### src/hdl/vr_seq_cfg.svh
// Timing counts, offsets and reset values of the start-up and fault sequencer.
`ifndef VR_SEQ_CFG_SVH
`define VR_SEQ_CFG_SVH
`define MCLK_NS 5
`define SW_DIV_DEF 400
`define SS_DELAY_SW 64
`define STEP_US 32
`define STEP_CYC ((`STEP_US * 1000 + `MCLK_NS - 1) / `MCLK_NS)
`define OFS_STEPS 4'h8
`define OFS_RAMP_SW 640
`define OFS_STEP_SW (`OFS_RAMP_SW / 8)
`define NOLOAD_SW 2
`define OC_WAIT_SW 4096
`define OC_PHASE_SW 4'h8
`define RESP_NS 20
`define RESP_CYC (`RESP_NS / `MCLK_NS)
`define CODE_OFF 6'h3f
`define DAC_BASE 7'h2a
`define REG_CTRL 8'h00
`define REG_STAT 8'h04
`define CTRL_RST 1'h1
`define CTRL_OCP_BIT 0
`endif

### src/hdl/vr_seq_pkg.sv
// Types shared by the start-up and fault sequencer.
package vr_seq_pkg;
  typedef enum logic [2:0] {
    ST_OFF    = 3'h0,
    ST_DELAY  = 3'h1,
    ST_RAMP   = 3'h2,
    ST_RUN    = 3'h3,
    ST_NOLOAD = 3'h4,
    ST_OCWAIT = 3'h5,
    ST_OVLAT  = 3'h6
  } state_type;
  typedef enum logic [1:0] {
    LVL_1V7  = 2'h0,
    LVL_MAX  = 2'h1,
    LVL_CODE = 2'h2
  } lvl_type;
endpackage

### src/hdl/vr_start_fault_sequencer.sv
// Start-up, power-good and fault supervisor of a multiphase regulator controller.
// What this block does
// - In shutdown every phase drive output is held high-impedance unless an overvoltage forces it low.
// - Soft-start begins when supply, rail gate, logic gate are good and code not all-ones.
// - All-ones code shuts down; any later other code restarts soft-start.
// - After all-ones code wait two cycles, then shutdown trip level and drive off.
// - The all-ones code and code changes never clear a latched overvoltage.
// - Soft-start waits 64 switching cycles, then ramps reference one step per 32 us.
// - During soft-start drive stays high-impedance until reference reaches pre-bias level.
// - Sense offset starts at 100 mV and ramps to zero over 640 cycles.
// - Power-good is low in shutdown and released after successful soft-start.
// - Power-good drops only on undervoltage or disable; returns after undervoltage.
// - Undervoltage below 75 percent of the code pulls power-good low.
// - Overvoltage alone never pulls power-good low.
// - With supply above 1.4 V but not valid, sense above 1.8 V trips overvoltage.
// - Overvoltage trip level is chosen by state: 1.7 V, max, or code plus 200 mV.
// - Overvoltage forces drive low within 20 ns until sense falls below release level.
// - Drive goes high-impedance at reference level and low again on each recurrence.
// - Crowbar output rises together with the forced-low drive.
// - After overvoltage switching stays stopped until a gate input or supply cycles.
// - Average phase current above the reference shuts the converter down.
// - Any phase above the reference for eight switching cycles shuts it down.
// - Overcurrent: high-impedance at once, wait 4096 cycles, retry while enabled.
//
// Strobed register access and the register addresses were left to the implementer.
`timescale 1ns/10ps
`include "vr_seq_cfg.svh"
module vr_start_fault_sequencer #(
  parameter int PHASES   = 4,
  parameter int SW_DIV   = `SW_DIV_DEF,
  parameter int STEP_CYC = `STEP_CYC
)(
  input  wire logic              mclk,
  input  wire logic              rst_n,
  input  wire logic [7:0]        addr,
  input  wire logic [31:0]       wdata,
  input  wire logic              wr_en,
  input  wire logic              rd_en,
  output logic      [31:0]       rdata,
  input  wire logic              supply_valid,
  input  wire logic              supply_aux,
  input  wire logic              rail_gate_ok,
  input  wire logic              logic_level_gate,
  input  wire logic [5:0]        voltage_code,
  input  wire logic              ov_aux_trip,
  input  wire logic              ov_1v7_trip,
  input  wire logic              ov_1v5_trip,
  input  wire logic              ov_code_trip,
  input  wire logic              sense_below_0v6,
  input  wire logic              sense_below_1v5,
  input  wire logic              diff_at_ref,
  input  wire logic              uv_trip,
  input  wire logic              prebias_reached,
  input  wire logic              average_phase_current_over,
  input  wire logic [PHASES-1:0] phase_oc,
  output logic                   phase_hiz,
  output logic                   phase_force_low,
  output logic                   crowbar_drive,
  output logic                   power_good_out_o,
  output logic                   power_good_out_oe,
  output logic      [6:0]        ref_level,
  output logic      [3:0]        sense_offset,
  output logic      [1:0]        ov_level
);
  localparam int SW = 20 + PHASES;

  vr_seq_pkg::state_type state;
  vr_seq_pkg::state_type next_state;
  logic [SW-1:0] clean;
  logic [15:0]   sw_cnt;
  logic [15:0]   step_cnt;
  logic [12:0]   tick_cnt;
  logic [6:0]    ofs_cnt;
  logic [6:0]    next_ref;
  logic [3:0]    next_ofs;
  logic          ov_low;
  logic          ov_latched;
  logic          pg_flag;
  logic          prebias_seen;
  logic          noload_drive;
  logic          ocp_phase_en;
  logic [3:0]    ph_cnt [PHASES];
  logic [PHASES-1:0] ph_hit;

  // Every pin and comparator result goes through the same synchroniser.
  pin_sync #(
    .W(SW)
  ) u_sync (
    .mclk  (mclk),
    .rst_n (rst_n),
    .din   ({phase_oc, voltage_code, supply_valid, supply_aux, rail_gate_ok,
             logic_level_gate, ov_aux_trip, ov_1v7_trip, ov_1v5_trip, ov_code_trip,
             sense_below_0v6, sense_below_1v5, diff_at_ref, uv_trip, prebias_reached,
             average_phase_current_over}),
    .dout  (clean)
  );

  wire [PHASES-1:0] s_phase = clean[SW-1:20];
  wire [5:0] s_code   = clean[19:14];
  wire s_valid        = clean[13];
  wire s_aux          = clean[12];
  wire s_rail         = clean[11];
  wire s_logic        = clean[10];
  wire s_ov_aux       = clean[9];
  wire s_ov_1v7       = clean[8];
  wire s_ov_1v5       = clean[7];
  wire s_ov_code      = clean[6];
  wire s_below_0v6    = clean[5];
  wire s_below_1v5    = clean[4];
  wire s_diff_ref     = clean[3];
  wire s_uv           = clean[2];
  wire s_prebias      = clean[1];
  wire s_avg_oc       = clean[0];

  wire sw_tick   = (sw_cnt == 16'(SW_DIV - 1));
  wire step_tick = (step_cnt == 16'(STEP_CYC - 1));
  wire [6:0] target = `DAC_BASE + {1'b0, s_code};

  // Gate inputs and supply form the base enable; the code adds the no-load exit.
  wire base_en  = s_valid & s_rail & s_logic;
  wire code_off = (s_code == `CODE_OFF);
  wire en       = base_en & !code_off;
  wire active   = (state == vr_seq_pkg::ST_RAMP) || (state == vr_seq_pkg::ST_RUN);

  // Trip level follows the state; the max of two levels is exceeding both.
  assign ov_level = (state == vr_seq_pkg::ST_OFF) ? vr_seq_pkg::LVL_1V7 :
                    (state == vr_seq_pkg::ST_DELAY || state == vr_seq_pkg::ST_RAMP) ?
                    vr_seq_pkg::LVL_MAX : vr_seq_pkg::LVL_CODE;
  wire ov_hit = (ov_level == vr_seq_pkg::LVL_1V7) ? s_ov_1v7 :
                (ov_level == vr_seq_pkg::LVL_MAX) ? (s_ov_1v5 & s_ov_code) : s_ov_code;
  // Auxiliary monitor covers the window where supply is up but not yet valid.
  wire ov_event   = s_valid ? ov_hit : (s_aux & s_ov_aux);
  wire ov_release = s_valid ? (s_below_0v6 | s_diff_ref) : s_below_1v5;

  // One phase over the limit for eight ticks in a row trips, as does the average.
  generate
    for (genvar i = 0; i < PHASES; i++) begin : g_phase
      always_ff @(posedge mclk) begin
        if (!rst_n || !s_phase[i]) begin
          ph_cnt[i] <= 4'h0;
        end else if (sw_tick && ph_cnt[i] != `OC_PHASE_SW) begin
          ph_cnt[i] <= ph_cnt[i] + 4'h1;
        end
      end
      assign ph_hit[i] = (ph_cnt[i] == `OC_PHASE_SW);
    end
  endgenerate
  wire oc_trip = s_avg_oc | (ocp_phase_en & (|ph_hit));

  always_comb begin
    next_state = state;
    unique case (state)
      vr_seq_pkg::ST_OFF: begin
        if (en) next_state = vr_seq_pkg::ST_DELAY;
      end
      vr_seq_pkg::ST_DELAY: begin
        if (sw_tick && tick_cnt == 13'(`SS_DELAY_SW - 1)) next_state = vr_seq_pkg::ST_RAMP;
      end
      vr_seq_pkg::ST_RAMP: begin
        if (ref_level >= target) next_state = vr_seq_pkg::ST_RUN;
      end
      vr_seq_pkg::ST_RUN: begin
        next_state = vr_seq_pkg::ST_RUN;
      end
      vr_seq_pkg::ST_NOLOAD: begin
        if (sw_tick && tick_cnt == 13'(`NOLOAD_SW - 1)) next_state = vr_seq_pkg::ST_OFF;
      end
      vr_seq_pkg::ST_OCWAIT: begin
        if (sw_tick && tick_cnt == 13'(`OC_WAIT_SW - 1)) begin
          next_state = en ? vr_seq_pkg::ST_DELAY : vr_seq_pkg::ST_OFF;
        end
      end
      vr_seq_pkg::ST_OVLAT: begin
        next_state = vr_seq_pkg::ST_OVLAT;
      end
      default: next_state = vr_seq_pkg::ST_OFF;
    endcase
    if (oc_trip && active) next_state = vr_seq_pkg::ST_OCWAIT;
    if (code_off && (active || state == vr_seq_pkg::ST_DELAY)) begin
      next_state = vr_seq_pkg::ST_NOLOAD;
    end
    if (ov_event && s_valid) next_state = vr_seq_pkg::ST_OVLAT;
    if (!base_en) next_state = vr_seq_pkg::ST_OFF;
  end

  always_comb begin
    unique case (state)
      vr_seq_pkg::ST_RAMP: next_ref = (step_tick && ref_level < target) ?
                                      ref_level + 7'h1 : ref_level;
      vr_seq_pkg::ST_RUN, vr_seq_pkg::ST_NOLOAD, vr_seq_pkg::ST_OVLAT: next_ref = target;
      default: next_ref = 7'h0;
    endcase
  end

  // The offset holds through the delay, then drops one step per 80 ticks.
  always_comb begin
    if (state == vr_seq_pkg::ST_DELAY) begin
      next_ofs = `OFS_STEPS;
    end else if (active) begin
      next_ofs = (sw_tick && ofs_cnt == 7'(`OFS_STEP_SW - 1) && sense_offset != 4'h0) ?
                 sense_offset - 4'h1 : sense_offset;
    end else begin
      next_ofs = 4'h0;
    end
  end

  always_ff @(posedge mclk) begin
    if (!rst_n) begin
      state <= vr_seq_pkg::ST_OFF;
      tick_cnt <= 13'h0;
    end else begin
      state <= next_state;
      tick_cnt <= (next_state != state) ? 13'h0 : tick_cnt + 13'(sw_tick);
    end
  end

  always_ff @(posedge mclk) begin
    if (!rst_n) begin
      sw_cnt <= 16'h0;
      step_cnt <= 16'h0;
      ofs_cnt <= 7'h0;
      ref_level <= 7'h0;
      sense_offset <= 4'h0;
    end else begin
      sw_cnt <= sw_tick ? 16'h0 : sw_cnt + 16'h1;
      step_cnt <= (step_tick || state != vr_seq_pkg::ST_RAMP) ? 16'h0 : step_cnt + 16'h1;
      ofs_cnt <= (!active || (sw_tick && ofs_cnt == 7'(`OFS_STEP_SW - 1))) ? 7'h0 :
                 ofs_cnt + 7'(sw_tick);
      ref_level <= next_ref;
      sense_offset <= next_ofs;
    end
  end

  // A new trip wins over a release in the same cycle so no recurrence is lost.
  always_ff @(posedge mclk) begin
    if (!rst_n) begin
      ov_low <= 1'b0;
      ov_latched <= 1'b0;
      prebias_seen <= 1'b0;
    end else begin
      ov_low <= ov_event | (ov_low & !ov_release);
      ov_latched <= (ov_event & s_valid) | (ov_latched & base_en);
      prebias_seen <= (state == vr_seq_pkg::ST_RAMP) & (prebias_seen | s_prebias);
    end
  end

  // Overcurrent and overvoltage leave this flag alone; only disabling clears it.
  always_ff @(posedge mclk) begin
    if (!rst_n) begin
      pg_flag <= 1'b0;
    end else begin
      pg_flag <= (state == vr_seq_pkg::ST_RAMP && next_state == vr_seq_pkg::ST_RUN) |
                 (pg_flag & base_en & !code_off);
    end
  end

  // Drive state is decoded straight from flops to meet the short response time.
  wire running = (state == vr_seq_pkg::ST_RUN) ||
                 (state == vr_seq_pkg::ST_NOLOAD && noload_drive) ||
                 (state == vr_seq_pkg::ST_RAMP && prebias_seen);

  // A ramp cut by the no-load code before switching began must not switch for two ticks.
  always_ff @(posedge mclk) begin
    if (!rst_n) begin
      noload_drive <= 1'b0;
    end else begin
      noload_drive <= (state == vr_seq_pkg::ST_NOLOAD) ? noload_drive : running;
    end
  end
  assign phase_force_low = ov_low;
  assign phase_hiz = !ov_low && !running;
  assign crowbar_drive = ov_low;
  assign power_good_out_o = 1'b0;
  assign power_good_out_oe = !(pg_flag && !s_uv);

  wire [31:0] stat_word = {17'h0, ref_level, pg_flag, s_uv, ov_low, ov_latched,
                           1'b0, state};
  wire [31:0] rd_next = (addr == `REG_CTRL) ? {31'h0, ocp_phase_en} :
                        (addr == `REG_STAT) ? stat_word : 32'h0;

  always_ff @(posedge mclk) begin
    if (!rst_n) begin
      ocp_phase_en <= `CTRL_RST;
      rdata <= 32'h0;
    end else begin
      if (wr_en && addr == `REG_CTRL) ocp_phase_en <= wdata[`CTRL_OCP_BIT];
      rdata <= rd_en ? rd_next : 32'h0;
    end
  end

  localparam int RESP = `RESP_CYC;
endmodule

### src/hdl/pin_sync.sv
// Three-stage input synchroniser that accepts a change once stages two and three agree.
`timescale 1ns/10ps
module pin_sync #(
  parameter int W = 8
)(
  input  wire logic         mclk,
  input  wire logic         rst_n,
  input  wire logic [W-1:0] din,
  output logic      [W-1:0] dout
);
  logic [W-1:0] s1;
  logic [W-1:0] s2;
  logic [W-1:0] s3;
  logic [W-1:0] held;
  wire  [W-1:0] agree = ~(s2 ^ s3);

  // A bit that disagrees between stages keeps its last accepted value.
  assign dout = (agree & s2) | (~agree & held);

  always_ff @(posedge mclk) begin
    if (!rst_n) begin
      s1   <= '0;
      s2   <= '0;
      s3   <= '0;
      held <= '0;
    end else begin
      s1   <= din;
      s2   <= s1;
      s3   <= s2;
      held <= dout;
    end
  end
endmodule

### config.mk
export PLATFORM = sky130hd
export DESIGN_NAME = vr_start_fault_sequencer
export DESIGN_NICKNAME = d
export VERILOG_FILES = /design/src/hdl/vr_seq_pkg.sv /design/src/hdl/vr_start_fault_sequencer.sv /design/src/hdl/pin_sync.sv
export VERILOG_INCLUDE_DIRS = /design/src /design/src/hdl
export SDC_FILE = /design/constraint.sdc
export NUM_CORES = 1
export LEC_CHECK = 0
export ABC_CLOCK_PERIOD_IN_PS = 3900
export BUFFER_PORTS_ARGS = -buffer_cell sky130_fd_sc_hd__buf_2
export CAP_MARGIN = 20
export CORE_ASPECT_RATIO = 1.25
export CORE_MARGIN = 3
export CORE_UTILIZATION = 27
export CTS_BUF_LIST = sky130_fd_sc_hd__clkbuf_8 sky130_fd_sc_hd__clkbuf_16
export DETAILED_ROUTE_END_ITERATION = 12
export GPL_TIMING_DRIVEN = 0
export HOLD_SLACK_MARGIN = 0.12
export SETUP_SLACK_MARGIN = 0.05
export SYNTH_ARGS = -nofsm -noshare
export SYNTH_HDL_FRONTEND = slang
export SYNTH_SLANG_ARGS = --single-unit
### constraint.sdc
create_clock -name mclk -period 3.9 [get_ports mclk]
set_clock_uncertainty 0.1 [all_clocks]
set_input_delay 0.195 -clock mclk [delete_from_list [all_inputs] [get_ports mclk]]
set_output_delay 0.195 -clock mclk [all_outputs]
set_load 0.005 [all_outputs]
==> impl_metrics.json, run 1 <==
{
  "status": "finished clean",
  "numCtsBuffers": 17,
  "hold_viol": 0,
  "crit_slowest_cell": "o31ai_1",
  "viasPerCell": 4.35,
  "async_reset_ff_share_pct": 0,
  "p_leak_nw": 4.00,
  "fmax_mhz": 298,
  "worst_path_largest_cell_delay_ns": 0.49,
  "cp-startpoint": "u_sync.s2[15]$_SDFF_PN0_",
  "die_w_um": 161,
  "setup_tns_ns": 0,
  "hold_path.class": "input pin to flop",
  "final_cells": 1382,
  "grt_usage_pct": 11.5,
  "drive_gt1_share_pct": 14.9,
  "yosysSeqAreaShare_pct": 50.8,
  "die_area_mm2": 0.0322,
  "gp_congestion": 0.818,
  "antenna_left": 0,
  "wire_per_inst_um": 12.9,
  "hp-start": "addr[1]",
  "placed_cells": 1320,
  "firstDrtPassIters": 4,
  "max_cap_viol_count": 0,
  "yosys-top-cells-area": "dfxtp_1 45%, and2_1 7.7%, edfxtp_1 5.9%, nor2_1 4.2%, xnor2_1 4.0%",
  "total_power_mw": 4.02,
  "std_cell_rows": 70,
  "synth_commonest_cells": "182 x dfxtp_1, 100 x and2_1, 90 x nor2_1",
  "end_kind": "flop",
  "critPathLaunchType": "flop",
  "coreArea_mm2": 0.0294,
  "tightest_slew_ns": 0.946,
  "grt_max_degree": 23,
  "period_needed_ns": 3.36,
  "reg2reg_depth": 11,
  "yosysMostFrequentCell": "dfxtp_1",
  "yosysUniqueCellTypes": 62,
  "globalRouteOverflowTotal": 0,
  "min_path_cells": 4,
  "fin_nets": 1065,
  "area_delta_synth_final_pct": 22.7,
  "grt_pass1_vias": 6048,
  "wl_mm": 17.9,
  "r2r_start": "u_sync.s2[15]$_SDFF_PN0_",
  "path_class": "flop to flop",
  "ys_seq_elements": 198,
  "clk_pin_slew_worst_paths_ns": 0.08,
  "ir_worst_vdd_mv": 0.339,
  "synthCells": 838,
  "relSlewSlack_pct": 36.3,
  "crit_chain": "maj3_1, ha_1, o21ai_0, xnor2_1, ha_1, nand2_1, o21ai_0, o31ai_1, clkbuf_1, mux2i_1, nor2_1",
  "n_antenna_cell": 0,
  "dieHeight_um": 200,
  "post-route-period-util_pct": 86.1,
  "cts-root-buf": "clkbuf_16",
  "clock-sinks": 198,
  "tritoncts": "yes",
  "cts_setup_buffers": 0,
  "yosys_warnings": 0,
  "post-dp-hpwl_mm": 13.1,
  "drt_iter0_markers": 303,
  "synth_edf_count": 16,
  "clock_path_buffers": 2,
  "htree_levels": 4,
  "vias": 6016,
  "start_util_pct": 27.6,
  "crit_arrival_ns": 3.57,
  "setup_viol": 0,
  "cts_hold_buf": 30,
  "synth_ff_type": "dfxtp_1",
  "clkLatencyLatePin_ns": 0.44,
  "ios": 118,
  "post_cts_resized": 0,
  "yosys.area.top_type_share_pct": 44.9,
  "yosys.area.top_type": "dfxtp_1",
  "portBuffers": 67,
  "grt_antenna_before_repair": 0,
  "avgSynthCellArea_um2": 9.68,
  "drc": 0,
  "required_ns": 4.11,
  "crit_fanout": 10,
  "rsz0062_at_grt": "false",
  "grt_pass1_wl_mm": 29.6,
  "syn_area_mm2": 0.00811,
  "slew_violations": 0,
  "powerDensity_mw_per_mm2": 404
}
-- layer usage --
| layer | global-route usage, % | part of all wire [%] |
|---|---|---|
| met1 | 13.3 | 44 |
| met2 | 20.7 | 50 |
| met3 | 2.41 | 3.0 |
| met4 | 5.00 | 2.7 |
| met5 | 0 | 0 |
-- report_power, final --
group          internal, mW  leakage, nW  switching, mW
Combinational        0.0672         2.02         0.0555
Sequential             2.08         1.68         0.0135
Clock                 0.907        0.305          0.906
Total                  3.05         4.00          0.975
-- area by class of cell --
| cell class | count | area (µm²) |
|---|---|---|
| Buffer | 44 | 259 |
| Clock buffer | 18 | 439 |
| Clock inverter | 14 | 188 |
| Fill cell | 3111 | 19500 |
| Inverter | 25 | 93.8 |
| Multi-Input combinational cell | 589 | 3710 |
| Sequential cell | 198 | 4120 |
| Tap cell | 396 | 495 |
| Timing Repair Buffer | 98 | 647 |
-- metrics by stage --
stage	utilization, %	setup slack, ns	hold slack (ns)	cell area [µm²]
3_3_place_gp	30.6	0.625	0.307	9010
3_5_place_dp	30.7	0.584	0.303	9020
5_1_grt	33.8	0.280	0.152	9950
6_report	33.8	0.544	0.139	9950
4_1_cts	33.8	0.570	0.125	9950
2_1_floorplan	-	1.03	0.222	8180
-- state kept, by name, summed over array words and instances (netlist names), 13 cells and up --
signal,count
u_sync.s3,24
rdata,14
step_cnt,16
sw_cnt,16
u_sync.s1,24
tick_cnt,13
ph_cnt,16
u_sync.s2,24
u_sync.held,24
-- critical path: cells and delay by family, from the launching register on --
kind | cells | cell delay, ns
xor+xnor | 1 | 0.19
mux | 1 | 0.24
flops | 1 | 0.32
buf+inv | 1 | 0.43
compound gates | 3 | 0.81
simple gates | 2 | 0.11
fa+ha+maj | 3 | 1.01
-- cell usage in the layout, fill, tap and decap left out, types with 7 or more instances in the layout --
cell	synthesis	final
nor2_2	10	10
inv_1	23	23
dfxtp_1	182	182
ha_1	24	24
a21oi_1	31	31
nand2_1	44	44
nor4_1	13	13
conb_1	1	19
xnor2_1	37	37
nand4_1	7	7
clkbuf_16	0	17
and3_1	18	18
o21ai_0	26	26
buf_2	3	70
and2_1	100	100
buf_4	20	20
nor2_1	90	90
maj3_1	16	16
xor2_1	25	25
nand3_1	45	45
clkbuf_1	17	17
edfxtp_1	16	16
dlygate4sd3_1	0	30
nor3_1	12	11
-- cells by family (layout without fill, tap and decap cells) --
group | after synthesis | after routing | share of synthesized area (%)
simple gates | 372 | 372 | 24.5
flops | 198 | 198 | 50.8
compound gates | 92 | 92 | 7.44
buf+inv | 69 | 199 | 4.35
xor+xnor | 62 | 62 | 6.70
fa+ha+maj | 40 | 40 | 5.68
mux | 4 | 4 | 0.494
other cells | 1 | 19 | 0.0462
-- final timing paths --
check,to,slack [ns]
min reg2reg,u_sync.s2[2]$_SDFF_PN0_,0.33
min,rdata[8]$_SDFF_PP0_,0.14
max reg2reg,ref_level[3]$_SDFFE_PN0P_,0.54
max,ref_level[3]$_SDFFE_PN0P_,0.54
Power figures use the tool's default switching activity.
==> run 2: changes to the inputs <==
--- a/config.mk
+++ b/config.mk
@@ -16,6 +16,7 @@
 export DETAILED_ROUTE_END_ITERATION = 12
 export GPL_TIMING_DRIVEN = 0
 export HOLD_SLACK_MARGIN = 0.12
+export REMOVE_ABC_BUFFERS = 1
 export SETUP_SLACK_MARGIN = 0.05
 export SYNTH_ARGS = -nofsm -noshare
 export SYNTH_HDL_FRONTEND = slang
==> impl_metrics.json, run 2 (synthesis results as in run 1) <==
{
  "drive_gt1_share_pct": 12.9,
  "clkLatencyLatePin_ns": 0.44,
  "die_area_mm2": 0.0322,
  "hold_viol": 0,
  "clk_pin_slew_worst_paths_ns": 0.07,
  "critPathLaunchType": "flop",
  "cts-root-buf": "clkbuf_16",
  "path_class": "flop to flop",
  "post-route-period-util_pct": 89.5,
  "min_path_cells": 2,
  "netSwitchingPower_uw": 869,
  "ir_worst_vdd_mv": 0.236,
  "min_delay_worst_endpoint": "ocp_phase_en$_SDFFE_PN1P_",
  "wl_mm": 16.5,
  "p_leak_nw": 3.84,
  "grt_pass1_wl_mm": 26.9,
  "vias": 5860,
  "status": "finished clean",
  "grt_pass1_vias": 5666,
  "combPwrFrac_pct": 2.6,
  "fmax_mhz": 286,
  "utilization_pct": 32.8,
  "p_int_mw": 2.98,
  "reg2reg_to": "tick_cnt[9]$_SDFF_PP0_",
  "period_needed_ns": 3.49,
  "clock-sinks": 198,
  "n_antenna_cell": 0,
  "powerDensity_mw_per_mm2": 399,
  "end_kind": "flop",
  "ios": 118,
  "crit_arrival_ns": 3.68,
  "wire_per_inst_um": 12.3,
  "tritoncts": "yes",
  "reg2reg_depth": 12,
  "relSlewSlack_pct": 33.3,
  "pwr-share-clk_pct": 43.1,
  "viasPerCell": 4.37,
  "gp_congestion": 0.778,
  "crit_fanout": 13,
  "swShare_pct": 22.5,
  "r2r_start": "u_sync.s3[15]$_SDFF_PN0_",
  "grt_usage_pct": 10.3,
  "grt_antenna_before_repair": 0,
  "hold_path.class": "input pin to flop",
  "fin_nets": 1024,
  "antenna_left": 0,
  "r2r_setup_slack_ns": 0.41,
  "tightest_slew_ns": 1.00,
  "firstDrtPassIters": 4,
  "drc": 0,
  "area_delta_synth_final_pct": 19.1,
  "numCtsBuffers": 17,
  "hp-start": "rst_n",
  "met1_usage_pct": 12.7,
  "final_area_mm2": 0.00966,
  "max_cap_viol_count": 0,
  "power_frac_seq_pct": 54.3,
  "place_area_mm2": 0.00877,
  "coreArea_mm2": 0.0294,
  "slew_violations": 0,
  "final_common_cell": "dfxtp_1",
  "fillers": 3038,
  "htree_levels": 4,
  "required_ns": 4.09,
  "final_cell_mix": "182 x dfxtp_1, 100 x and2_1, 90 x nor2_1, 66 x buf_2, 45 x nand3_1",
  "post_cts_resized": 0,
  "die_w_um": 161,
  "use_met2_pct": 17.8,
  "setup_viol": 0,
  "post-dp-hpwl_mm": 11.1,
  "grt_max_degree": 98,
  "globalRouteOverflowTotal": 0,
  "std_cell_rows": 70,
  "portBuffers": 67,
  "top_usage_layer": "met2",
  "drt_iter0_markers": 331,
  "use_met3_pct": 2.39,
  "dieHeight_um": 200,
  "clock_path_buffers": 2,
  "start_util_pct": 27.6,
  "rsz0062_at_grt": "false"
}
[run 2: changes by cell type in the layout (fill, tap and decap cells not counted), moves of 3 or more]
cell,delta
inv_8,-3
clkbuf_1,-17
buf_2,-4
buf_4,-19
dlygate4sd3_1,+3
buf_6,-3
inv_12,-3
inv_6,+3
clkinv_8,-3
[run 2: timing repair]
action                                 4_1_cts  5_1_grt
hold buffers                                33        0
buffers inserted                             0        0
setup endpoints to repair                    0        0
endpoints found under the hold margin       29        0
[run 2: power by group through the flow]
| stage | clock network [mW] | registers, mW | logic, mW |
|---|---|---|---|
| finish | 1.66 | 2.09 | 0.100 |
| global route | 1.79 | 2.09 | 0.114 |
| CTS | 1.72 | 2.09 | 0.102 |
| detailed placement | 0 | 2.14 | 0.0801 |
| global placement | 0 | 2.14 | 0.0791 |
| floorplan | 0 | 2.13 | 0.0397 |
[run 2: area by class of cell]
cell class | instances | area [µm²] | area share, %
multi-input cells | 589 | 3720 | 38.5
inverters | 25 | 93.8 | 0.972
well taps | 396 | 495 | 5.13
clock inverters | 14 | 118 | 1.22
flip-flops and latches | 198 | 4120 | 42.7
clock buffers | 18 | 439 | 4.55
repair buffers | 101 | 673 | 6.97
[run 2: worst max-delay path by stage]
| stage | slack (ns) | cells past startpoint | start | end |
|---|---|---|---|---|
| finish | 0.41 | 12 | u_sync.s3[15]$_SDFF_PN0_ | tick_cnt[9]$_SDFF_PP0_ |
| CTS | 0.39 | 12 | u_sync.s3[15]$_SDFF_PN0_ | tick_cnt[9]$_SDFF_PP0_ |
| detailed placement | 0.40 | 12 | u_sync.s3[15]$_SDFF_PN0_ | tick_cnt[7]$_SDFF_PP0_ |
| global route | 0.11 | 12 | u_sync.s2[15]$_SDFF_PN0_ | tick_cnt[8]$_SDFF_PP0_ |
| floorplan | 0.62 | 11 | u_sync.s3[15]$_SDFF_PN0_ | ref_level[0]$_SDFFE_PN0P_ |
| global placement | -0.26 | 5 | rst_n | tick_cnt[3]$_SDFF_PP0_ |
[run 2: metal layers]
metal / share of wire, % / wire (µm)
met5: 0 / 0
met4: 1.2 / 204
met3: 3.9 / 643
met2: 48 / 7870
met1: 47 / 7820
[run 2: worst max-delay path: stages, from the launching register on]
cell,delay [ns]
dfxtp_1,0.31
maj3_1,0.46
ha_1,0.26
o21ai_0,0.20
xnor2_1,0.12
ha_1,0.30
nand2_1,0.04
o21ai_0,0.28
a21oi_1,0.08
o32ai_1,0.30
nor2_1,0.11
o2bb2ai_2,0.67
nor2_1,0.11
[run 2: per-stage QoR]
| step | hold slack, ns | worst slack (ns) | setup TNS, ns | total power [mW] | instances |
|---|---|---|---|---|---|
| 6_report | 0.231 | 0.409 | 0 | 3.85 | 1341 |
| 5_1_grt | 0.265 | 0.115 | 0 | 3.99 | 1341 |
| 3_3_place_gp | 0.304 | -0.261 | -3.06 | 2.22 | 1275 |
| 4_1_cts | 0.216 | 0.394 | 0 | 3.91 | 1340 |
| 3_5_place_dp | 0.303 | 0.401 | 0 | 2.22 | 1275 |
| 2_1_floorplan | 0.157 | 0.622 | 0 | 2.17 | 812 |
